## config.mk

```make
export PLATFORM = sky130hd
export DESIGN_NAME = la_capture
export DESIGN_NICKNAME = d
export VERILOG_FILES = /design/src/include/la_capture_pkg.sv /design/src/rtl/la_capture.sv
export SDC_FILE = /design/constraint.sdc
export NUM_CORES = 2
export LEC_CHECK = 0
export ABC_CLOCK_PERIOD_IN_PS = 4900
export BUFFER_PORTS_ARGS = -buffer_cell sky130_fd_sc_hd__buf_2
export CORE_UTILIZATION = 63
export DETAILED_ROUTE_END_ITERATION = 16
export PLACE_DENSITY = 0.85
export SETUP_SLACK_MARGIN = 0.05
export SYNTH_ARGS = -nofsm -noshare
export SYNTH_HDL_FRONTEND = slang
export SYNTH_SLANG_ARGS = --single-unit
```

## constraint.sdc

```tcl
create_clock -name i_core_clk -period 4.9 [get_ports i_core_clk]
set_input_delay 0.245 -clock i_core_clk [delete_from_list [all_inputs] [get_ports i_core_clk]]
set_output_delay 0.245 -clock i_core_clk [all_outputs]
set_load 0.01 [all_outputs]
```

## src/include/la_capture_pkg.sv

```systemverilog
// How it works
// - Latch all sixteen data lines together
// - Trigger comparator runs free, even unarmed
// - Edge select inverts or passes clock
// - Qualified pulse only when qualifier matches
// - Qualified pulse ends itself after 4 cycles, 100 ns
// - Trigger needs all contributors true together
// - Arming forces trigger low first
// - Trigger qualifier high, low or ignored
// - Four enabled hex digits compared
// - Trigger disarms; 63 more cycles recorded
// - Memory is two 128x8 arrays
// - Record mode blanks displays, stops strobe
// - Qualified record edge advances address, writes unless last
// - Replay reads memory on internal clock
// - Arm records; completion or abort replays
// - Armed holds 64; trigger counts to 128
// - Replay counts 0 to 192 repeatedly
// - At 64 cursor counts up, trigger mark
// - At 192 reset, preload 64, sync pulse
// - Strobe on inverse cursor match, not flyback
// - Decimal cursor 64 down 0, up 63
// - Channel step counter advances at 128
package la_capture_pkg;

  // ==========================================================
  // Register map, byte addresses
  // ==========================================================
  localparam logic [7:0] ADDR_CTRL = 8'h00; // Edge, qualifiers, digit enables
  localparam logic [7:0] ADDR_WORD = 8'h04; // Trigger word, four hex digits
  localparam logic [7:0] ADDR_CMD = 8'h08; // Arm and abort, write only
  localparam logic [7:0] ADDR_CURSOR = 8'h0C; // Cursor counter value
  localparam logic [7:0] ADDR_STATUS = 8'h10; // Mode, armed, counters
  localparam logic [7:0] ADDR_DISP = 8'h14; // Display latches

  // ==========================================================
  // Field positions and reset values
  // ==========================================================
  localparam int CMD_ARM_BIT = 0;
  localparam int CMD_ABORT_BIT = 1;
  localparam logic [8:0] CTRL_RESET = 9'h000;
  localparam logic [15:0] WORD_RESET = 16'h0000;
  localparam logic [7:0] CURSOR_RESET = 8'hBF; // Inverse of 64: trigger word

  // Qualifier level codes
  localparam logic [1:0] QUAL_ANY = 2'h0; // Don't care
  localparam logic [1:0] QUAL_HIGH = 2'h1;
  localparam logic [1:0] QUAL_LOW = 2'h2;

  // ==========================================================
  // Counter landmarks
  // ==========================================================
  localparam logic [7:0] CYC_ARMED = 8'h40; // 64
  localparam logic [7:0] CYC_LAST_REC = 8'h7F; // 127
  localparam logic [7:0] CYC_STOP = 8'h80; // 128
  localparam logic [7:0] CYC_LAST = 8'hC0; // 192
  localparam logic [7:0] CURPOS_PRELOAD = 8'h64; // Decimal 64 in BCD

  // ==========================================================
  // Timing
  // ==========================================================
  localparam int CLK_MHZ = 40;
  localparam int QPULSE_NS = 80;
  // Least time, rounded up to whole cycles
  localparam int QPULSE_CYC = (QPULSE_NS * CLK_MHZ + 999) / 1000;

  // Operating mode
  typedef enum logic {MODE_REPLAY, MODE_RECORD} mode_e;

  // Configuration bits as one carrier
  typedef struct packed {
    logic [3:0] dig_en; // Digit enables, digit 3 on the left
    logic [1:0] tq_mode; // Trigger qualifier level
    logic [1:0] cq_mode; // Clock qualifier level
    logic edge_fall; // Capture on falling edge
  } cfg_s;

endpackage : la_capture_pkg

```

## src/rtl/la_capture.sv

```systemverilog
// The address map and the address-and-strobe port were decided locally.
`timescale 1ns/1ps
module la_capture
  import la_capture_pkg::*;
#(
  parameter int REPLAY_DIV = 40 // Core cycles per internal replay tick
)(
  input wire logic i_core_clk,
  input wire logic i_rstn,
  input wire logic i_ext_clk, // Clock from the system under test
  input wire logic i_clk_qual, // Clock qualifier pin
  input wire logic i_trig_qual, // Trigger qualifier pin
  input wire logic [15:0] i_data, // Data pins
  input wire logic [7:0] i_addr,
  input wire logic [31:0] i_wdata,
  input wire logic i_wr,
  input wire logic i_rd,
  output logic [31:0] o_rdata,
  output logic o_trig_match_n, // Low while the trigger condition holds
  output logic [15:0] o_disp_data, // Data display latch
  output logic [7:0] o_disp_cursor, // Cursor display, two BCD digits
  output logic o_disp_sign, // Cursor sign, high for plus
  output logic o_disp_blank, // Blank all displays
  output logic o_cursor_mark, // One pulse per display strobe
  output logic o_trig_mark, // High at the trigger position
  output logic o_sweep_sync, // Pulse at end of each replay sweep
  output logic o_lsb_serial, // Selected low byte channel
  output logic o_msb_serial, // Selected high byte channel
  output logic [2:0] o_chan_sel, // Channel being shown
  output logic o_recording // Record mode
);

  // ==========================================================
  // Pin synchronisers
  // ==========================================================
  logic [18:0] pin_s1_q; // First stage, read only by second
  logic [18:0] pin_s2_q; // Second stage
  logic clk_s3_q; // Previous clock sample for edge finding

  // Two flops on every pin, one extra on the clock
  always_ff @(posedge i_core_clk or negedge i_rstn)
  begin
    if (!i_rstn)
    begin
      pin_s1_q <= 19'h00000;
      pin_s2_q <= 19'h00000;
      clk_s3_q <= 1'b0;
    end
    else
    begin
      pin_s1_q <= {i_ext_clk, i_clk_qual, i_trig_qual, i_data};
      pin_s2_q <= pin_s1_q;
      clk_s3_q <= pin_s2_q[18];
    end
  end

  wire logic [15:0] data_s = pin_s2_q[15:0];
  wire logic tq_s = pin_s2_q[16];
  wire logic cq_s = pin_s2_q[17];

  // ==========================================================
  // Registers
  // ==========================================================
  cfg_s cfg_q; // Configuration
  logic [15:0] tword_q; // Trigger word
  logic [7:0] cursor_q; // Cursor counter

  wire logic sel_ctrl = (i_addr == ADDR_CTRL);
  wire logic sel_word = (i_addr == ADDR_WORD);
  wire logic sel_cmd = (i_addr == ADDR_CMD);
  wire logic sel_cursor = (i_addr == ADDR_CURSOR);
  wire logic sel_status = (i_addr == ADDR_STATUS);
  wire logic sel_disp = (i_addr == ADDR_DISP);
  wire logic arm_cmd = i_wr && sel_cmd && i_wdata[CMD_ARM_BIT];
  wire logic abort_cmd = i_wr && sel_cmd && i_wdata[CMD_ABORT_BIT];

  // Software writable state
  always_ff @(posedge i_core_clk or negedge i_rstn)
  begin
    if (!i_rstn)
    begin
      cfg_q <= CTRL_RESET;
      tword_q <= WORD_RESET;
      cursor_q <= CURSOR_RESET;
    end
    else if (i_wr)
    begin
      if (sel_ctrl)
        cfg_q <= i_wdata[8:0];
      if (sel_word)
        tword_q <= i_wdata[15:0];
      if (sel_cursor)
        cursor_q <= i_wdata[7:0];
    end
  end

  // ==========================================================
  // Qualified clock
  // ==========================================================
  logic qpulse_q; // Self clearing pulse latch
  logic [3:0] qcnt_q; // Cycles left in the pulse

  // Edge choice by inverting or passing the clock
  wire logic sel_clk = pin_s2_q[18] ^ cfg_q.edge_fall;
  wire logic sel_prev = clk_s3_q ^ cfg_q.edge_fall;
  wire logic clk_rise = sel_clk && !sel_prev;
  wire logic cq_ok = (cfg_q.cq_mode == QUAL_ANY) ||
                     ((cfg_q.cq_mode == QUAL_HIGH) && cq_s) ||
                     ((cfg_q.cq_mode == QUAL_LOW) && !cq_s);
  // Edges landing inside a pulse are lost, like the latch
  wire logic qstart = clk_rise && cq_ok && !qpulse_q;

  // Pulse sets on a qualified edge, clears itself
  always_ff @(posedge i_core_clk or negedge i_rstn)
  begin
    if (!i_rstn)
    begin
      qpulse_q <= 1'b0;
      qcnt_q <= 4'h0;
    end
    else if (qstart)
    begin
      qpulse_q <= 1'b1;
      qcnt_q <= 4'(QPULSE_CYC - 1);
    end
    else if (qpulse_q)
    begin
      if (qcnt_q == 4'h0)
        qpulse_q <= 1'b0;
      else
        qcnt_q <= qcnt_q - 4'h1;
    end
  end

  // ==========================================================
  // Input latches and trigger comparator
  // ==========================================================
  logic [15:0] word_q; // Latched data word
  logic tq_q; // Latched trigger qualifier

  // All lines latch in one step so the comparator sees one change
  always_ff @(posedge i_core_clk or negedge i_rstn)
  begin
    if (!i_rstn)
    begin
      word_q <= 16'h0000;
      tq_q <= 1'b0;
    end
    else if (qstart)
    begin
      word_q <= data_s;
      tq_q <= tq_s;
    end
  end

  logic [3:0] dig_ok;
  // Per digit compare, disabled digits pass
  genvar g;
  generate
    for (g = 0; g < 4; g++)
    begin : g_digit
      assign dig_ok[g] = !cfg_q.dig_en[g] || (word_q[4*g +: 4] == tword_q[4*g +: 4]);
    end
  endgenerate

  wire logic tq_ok = (cfg_q.tq_mode == QUAL_ANY) ||
                     ((cfg_q.tq_mode == QUAL_HIGH) && tq_q) ||
                     ((cfg_q.tq_mode == QUAL_LOW) && !tq_q);
  logic arm_hold_q; // Holds the trigger bus low after arming
  // Wired AND of every contributor
  wire logic trig_cond = tq_ok && (&dig_ok) && !arm_hold_q;
  logic trig_prev_q; // Last trigger bus level
  wire logic trig_edge = trig_cond && !trig_prev_q;

  // ==========================================================
  // Control: mode, cycle counter, address, memory
  // ==========================================================
  mode_e mode_q;
  logic armed_q;
  logic [7:0] cyc_q; // Cycle counter
  logic [6:0] addr_q; // Memory address counter
  logic [7:0] mem_lo [128]; // Low byte array
  logic [7:0] mem_hi [128]; // High byte array
  logic [11:0] step_q; // Channel step counter
  logic [7:0] curpos_q; // Decimal cursor position
  logic sweep_q;
  logic [6:0] div_q; // Replay tick divider
  logic tick_q; // Internal replay clock enable

  wire logic recording = (mode_q == MODE_RECORD);
  wire logic rec_arm = recording && armed_q && qstart;
  wire logic rec_post = recording && !armed_q && qstart;
  wire logic rec_done = rec_post && (cyc_q == CYC_LAST_REC);
  wire logic mem_we = rec_arm || (rec_post && !rec_done);
  wire logic rep_tick = !recording && tick_q;
  wire logic [7:0] cyc_nxt = cyc_q + 8'h01;
  wire logic [6:0] addr_nxt = addr_q + 7'h01;
  wire logic [15:0] rd_word = {mem_hi[addr_q], mem_lo[addr_q]};

  // Internal clock as an enable pulse
  always_ff @(posedge i_core_clk or negedge i_rstn)
  begin
    if (!i_rstn)
    begin
      div_q <= 7'h00;
      tick_q <= 1'b0;
    end
    else
    begin
      tick_q <= (div_q == 7'(REPLAY_DIV - 1));
      div_q <= (div_q == 7'(REPLAY_DIV - 1)) ? 7'h00 : div_q + 7'h01;
    end
  end

  // Writes at the freshly advanced address, both bytes at once
  always_ff @(posedge i_core_clk)
  begin
    if (mem_we)
    begin
      mem_lo[addr_nxt] <= data_s[7:0];
      mem_hi[addr_nxt] <= data_s[15:8];
    end
  end

  // Mode, arm and trigger latch
  always_ff @(posedge i_core_clk or negedge i_rstn)
  begin
    if (!i_rstn)
    begin
      mode_q <= MODE_REPLAY;
      armed_q <= 1'b0;
      arm_hold_q <= 1'b0;
      trig_prev_q <= 1'b0;
    end
    else
    begin
      trig_prev_q <= trig_cond;
      arm_hold_q <= arm_cmd && !abort_cmd;
      if (abort_cmd)
      begin
        mode_q <= MODE_REPLAY;
        armed_q <= 1'b0;
      end
      else if (arm_cmd)
      begin
        mode_q <= MODE_RECORD;
        armed_q <= 1'b1;
      end
      else
      begin
        if (armed_q && trig_edge)
          armed_q <= 1'b0;
        if (rec_done)
          mode_q <= MODE_REPLAY;
      end
    end
  end

  // Cycle counter, address counter, cursor position, channel step
  always_ff @(posedge i_core_clk or negedge i_rstn)
  begin
    if (!i_rstn)
    begin
      cyc_q <= 8'h00;
      addr_q <= 7'h00;
      curpos_q <= CURPOS_PRELOAD;
      step_q <= 12'h000;
      sweep_q <= 1'b0;
    end
    else
    begin
      sweep_q <= 1'b0;
      if (arm_cmd && !abort_cmd)
        cyc_q <= CYC_ARMED;
      else if (rec_arm)
      begin
        cyc_q <= CYC_ARMED;
        addr_q <= addr_nxt;
      end
      else if (rec_done)
      begin
        cyc_q <= CYC_STOP;
        // Step past the newest word so each sweep opens on the oldest
        addr_q <= addr_nxt;
      end
      else if (rec_post)
      begin
        cyc_q <= cyc_nxt;
        addr_q <= addr_nxt;
      end
      else if (rep_tick)
      begin
        if (cyc_q == CYC_LAST)
        begin
          cyc_q <= 8'h00;
          curpos_q <= CURPOS_PRELOAD;
          sweep_q <= 1'b1;
        end
        else
        begin
          cyc_q <= cyc_nxt;
          curpos_q <= (cyc_nxt <= CYC_ARMED) ? bcd_dec(curpos_q) : bcd_inc(curpos_q);
        end
        if (!cyc_q[7])
          addr_q <= addr_nxt;
        if (cyc_nxt == CYC_STOP)
          step_q <= step_q + 12'h001;
      end
    end
  end

  // Two digit decimal step down, with floor at zero
  function automatic logic [7:0] bcd_dec(input logic [7:0] v);
    logic [7:0] r;
    r = v;
    if (v == 8'h00)
      r = 8'h00;
    else if (v[3:0] == 4'h0)
      r = {v[7:4] - 4'h1, 4'h9};
    else
      r = {v[7:4], v[3:0] - 4'h1};
    return r;
  endfunction : bcd_dec

  // Two digit decimal step up, wrapping at 99
  function automatic logic [7:0] bcd_inc(input logic [7:0] v);
    logic [7:0] r;
    r = v;
    if (v == 8'h99)
      r = 8'h00;
    else if (v[3:0] == 4'h9)
      r = {v[7:4] + 4'h1, 4'h0};
    else
      r = {v[7:4], v[3:0] + 4'h1};
    return r;
  endfunction : bcd_inc

  // ==========================================================
  // Cursor compare and display outputs
  // ==========================================================
  logic hit_prev_q;
  // Match on inverse bits; bit 7 of the count marks flyback
  wire logic cur_hit = !recording && (cyc_q == ~cursor_q) && !cyc_q[7];
  wire logic strobe = cur_hit && !hit_prev_q;

  // Display latches and scope markers
  always_ff @(posedge i_core_clk or negedge i_rstn)
  begin
    if (!i_rstn)
    begin
      hit_prev_q <= 1'b0;
      o_disp_data <= 16'h0000;
      o_disp_cursor <= 8'h00;
      o_disp_sign <= 1'b0;
      o_disp_blank <= 1'b1;
      o_cursor_mark <= 1'b0;
      o_trig_mark <= 1'b0;
      o_sweep_sync <= 1'b0;
      o_lsb_serial <= 1'b0;
      o_msb_serial <= 1'b0;
      o_chan_sel <= 3'h0;
      o_recording <= 1'b0;
      o_trig_match_n <= 1'b1;
    end
    else
    begin
      hit_prev_q <= cur_hit;
      o_cursor_mark <= strobe;
      if (strobe)
      begin
        o_disp_data <= rd_word;
        o_disp_cursor <= curpos_q;
        o_disp_sign <= (cyc_q >= CYC_ARMED);
      end
      o_disp_blank <= recording;
      o_trig_mark <= (cyc_q == CYC_ARMED) && !recording;
      o_sweep_sync <= sweep_q;
      o_chan_sel <= step_q[2:0];
      o_lsb_serial <= rd_word[step_q[2:0]];
      o_msb_serial <= rd_word[4'h8 + {1'b0, step_q[2:0]}];
      o_recording <= recording;
      o_trig_match_n <= !trig_cond;
    end
  end

  // ==========================================================
  // Read port, data one cycle after the strobe
  // ==========================================================
  wire logic [31:0] status_word = {15'h0000, addr_q, cyc_q, armed_q, recording};
  wire logic [31:0] disp_word = {7'h00, o_disp_sign, o_disp_cursor, o_disp_data};
  wire logic [31:0] rd_mux = sel_ctrl ? {23'h000000, cfg_q} :
                             sel_word ? {16'h0000, tword_q} :
                             sel_cursor ? {24'h000000, cursor_q} :
                             sel_status ? status_word :
                             sel_disp ? disp_word : 32'h00000000;

  // Unmapped and write-only addresses read zero
  always_ff @(posedge i_core_clk or negedge i_rstn)
  begin
    if (!i_rstn)
      o_rdata <= 32'h00000000;
    else if (i_rd)
      o_rdata <= rd_mux;
    else
      o_rdata <= 32'h00000000;
  end

endmodule : la_capture

```

==> results.sh <==
export IMPL_outcome="finished clean"
export IMPL_path_class="reg2reg"
export IMPL_vdd_drop_max_mv=0.439
export IMPL_holdCritPathClass="in2reg"
export IMPL_p_per_area_nw_per_um2=523
export IMPL_synth_warnings=0
export IMPL_grt_usage=0.355
export IMPL_grt_max_degree=111
export IMPL_firstDrtPassIters=6
export IMPL_placed_area_um2=91900
export IMPL_wire_per_inst_um=35.9
export IMPL_path_clk_slew_ns=0.06
export IMPL_dp_hpwl_um=143000
export IMPL_grt_pass1_wl_um=352000
export IMPL_dp_cells=6474
export IMPL_cp_start_kind="register"
export IMPL_final_cells=6909
export IMPL_drive_above_1_share=0.241
export IMPL_rsz0062_at_grt="no"
export IMPL_die_x_um=375
export IMPL_period_needed_ns=4.56
export IMPL_cts_sinks=2243
export IMPL_slew_viol_final=0
export IMPL_htreeDepth=4
export IMPL_worstPathArrival_ns=5.26
export IMPL_io_buffers=107
export IMPL_layout_commonest_cell="edfxtp_1"
export IMPL_synth_enable_flop_cells=2048
export IMPL_cp_max_fo=33
export IMPL_final_area_um2=99100
export IMPL_setup_viol=0
export IMPL_max_freq_mhz=219
export IMPL_numCtsBuffers=204
export IMPL_root_buffer="clkbuf_16"
export IMPL_start_util=0.637
export IMPL_nFillCells=7426
export IMPL_cts_max_path_buffers=3
export IMPL_synth_area_um2=87800
export IMPL_drc=0
export IMPL_final_cell_mix="edfxtp_1 (2048), mux4_2 (376), mux2i_1 (340), buf_4 (280), clkbuf_16 (207)"
export IMPL_p_leak_nw=33.6
export IMPL_hold_buffers=46
export IMPL_syn_avg_cell_area_um2=19.5
export IMPL_fp_row_count=136
export IMPL_r2r_slack_ns=0.34
export IMPL_die_area_um2=141000
export IMPL_num_vias=49500
export IMPL_die_h_um=375
export IMPL_tightest_slew_ns=1.32
export IMPL_fin_tns_setup_ns=0
export IMPL_avgViaCountPerCell=7.17
export IMPL_cts_tree="yes"
export IMPL_maxCapViolCount=0
export IMPL_timing_slew_headroom=0.115
export IMPL_finalCritPeriodShare=0.931
export IMPL_holdWs_ns=0.0472
export IMPL_area_growth_pct=12.9
export IMPL_grt_pass1_vias=50100
export IMPL_post_cts_setup_buffers=0
export IMPL_clk_latency_ns=0.86
export IMPL_end_kind="register"
export IMPL_antenna_found_initial=15
export IMPL_overflow=0
export IMPL_ys_seq_area_frac=0.756
export IMPL_synth_seq_cells=2243
export IMPL_nets=5008
export IMPL_cp_required_ns=5.59
export IMPL_post_cts_resized=0
export IMPL_core_um2=138000
export IMPL_synth_cell_types=80
export IMPL_cp_cell_sequence="buf_12, buf_12, buf_4, mux2i_1, a22oi_1, nand3_1, o2111ai_1, nor3_1, nand2_1, o21ai_0, o21ai_0"
export IMPL_crit_path_top_delay_cell="dfrtp_4"
export IMPL_finalHoldViolations=0
export IMPL_globalplace_congestion=0.993
export IMPL_syn_inst=4511
export IMPL_pre_cts_slack_ns=0.703
export IMPL_fin_skew_ns=0.0414
export IMPL_dominantRegCellSynth="edfxtp_1"
export IMPL_drt_wl_total_um=248000
export IMPL_postRouteAntennaNets=0
export IMPL_io_pins=131
export IMPL_async_flop_share=0.0869
export IMPL_cpPeakStageDelay_ns=1.07
export IMPL_drt_iter0_markers=8503
export IMPL_fin_ws_ns=0.337
==> layer usage <==
metal / routed length, um / vias to the layer above / track usage
met2: 115000 / 4469 / 0.545
met4: 18200 / 20 / 0.224
met3: 34800 / 989 / 0.0984
met5: 147 / - / 0
met1: 79800 / 24900 / 0.452
li1: - / 19200 / -
==> sequential cells by signal, summed over array words and instances, names as in the netlist, 8 cells and up <==
register,cells
mem_hi,1024
mem_lo,1024
o_rdata,25
pin_s1_q,19
pin_s2_q,19
o_disp_data,16
tword_q,16
word_q,16
cfg_q,9
curpos_q,8
cursor_q,8
cyc_q,8
o_disp_cursor,8
==> stage by stage <==
step / util / total power, W
global placement: 0.667 / 0.0348
CTS: 0.719 / 0.0514
floorplan: - / 0.0307
detailed placement: 0.667 / 0.0351
finish: 0.719 / 0.0519
global route: 0.719 / 0.0528
==> report_power, final <==
| group | switching, W | internal, W | total, W |
|---|---|---|---|
| combinational | 0.00829 | 0.00546 | 0.0137 |
| sequential | 0.000667 | 0.0212 | 0.0218 |
| clock | 0.00723 | 0.00906 | 0.0163 |
| total | 0.0162 | 0.0357 | 0.0519 |
==> path summary, 6_finish.rpt <==
check	start	end	depth (start not counted)
hold reg to reg	pin_s1_q[10]	pin_s2_q[10]	0
min in group asynchronous	i_rstn	pin_s2_q[17]	2
setup reg to reg	addr_q[0]	o_disp_data[13]	11
max in group asynchronous	i_rstn	pin_s2_q[0]	3
setup / recovery	addr_q[0]	o_disp_data[13]	11
hold / removal	i_data[1]	pin_s1_q[1]	2
==> cell families after synthesis <==
kind of cell | count (synthesis) | synth area share
simple gates | 652 | 0.0344
flops | 2243 | 0.756
other cells | 1 | 0.0000427
mux | 795 | 0.145
buf+inv | 270 | 0.0182
xor+xnor | 50 | 0.00499
compound gates | 487 | 0.0389
fa+ha+maj | 13 | 0.00185
==> Yosys cell counts, types with 5 or more instances <==
cell / instances / area [um2]
mux2_2: 79 / 890
or3_1: 7 / 43.8
xor2_1: 18 / 158
dfrtp_1: 183 / 4580
o2111ai_1: 5 / 43.8
and2_1: 22 / 138
o221ai_1: 16 / 140
and3_1: 14 / 87.6
mux4_2: 376 / 8470
or4_1: 7 / 52.6
ha_1: 13 / 163
a222oi_1: 7 / 70.1
nor4_1: 9 / 56.3
a31oi_1: 15 / 93.8
buf_6: 49 / 552
nor2_1: 203 / 762
a211oi_1: 27 / 203
a22o_1: 12 / 105
and4_1: 5 / 43.8
nor2b_1: 32 / 200
o21ai_0: 60 / 300
nand3b_1: 5 / 37.5
buf_2: 41 / 205
o22ai_1: 28 / 175
a21boi_0: 6 / 45.0
inv_1: 16 / 60.1
nand2_1: 188 / 706
dfstp_2: 12 / 315
a221oi_1: 17 / 149
buf_4: 31 / 233
clkbuf_1: 106 / 398
a21oi_1: 76 / 380
a32oi_1: 8 / 70.1
o211ai_1: 9 / 67.6
edfxtp_1: 2048 / 61500
buf_1: 20 / 75.1
nor3_1: 24 / 120
mux2i_1: 340 / 3400
nand3_1: 87 / 435
xnor2_1: 32 / 280
nand4_1: 20 / 125
a22oi_1: 155 / 1160
nand2b_1: 12 / 75.1
==> layout make-up <==
class / count / area [um2] / share of cell area
inverters: 19 / 71.3 / 0.000719
repair buffers: 460 / 3650 / 0.0368
well taps: 1794 / 2240 / 0.0226
clock inverters: 126 / 1350 / 0.0136
clock buffers: 259 / 5470 / 0.0551
diodes: 4 / 10.0 / 0.000101
flip-flops and latches: 2243 / 66500 / 0.670
multi-input cells: 2004 / 19900 / 0.201
==> critical path: cells and delay by family, from the launching register on <==
kind,cells,cell delay [ns]
AOI/OAI and AO/OA,4,0.93
muxes,1,0.27
and+or+nand+nor,3,1.31
DFF,1,1.07
buffers and inverters,3,0.74
(Power assumes the default switching activity.)
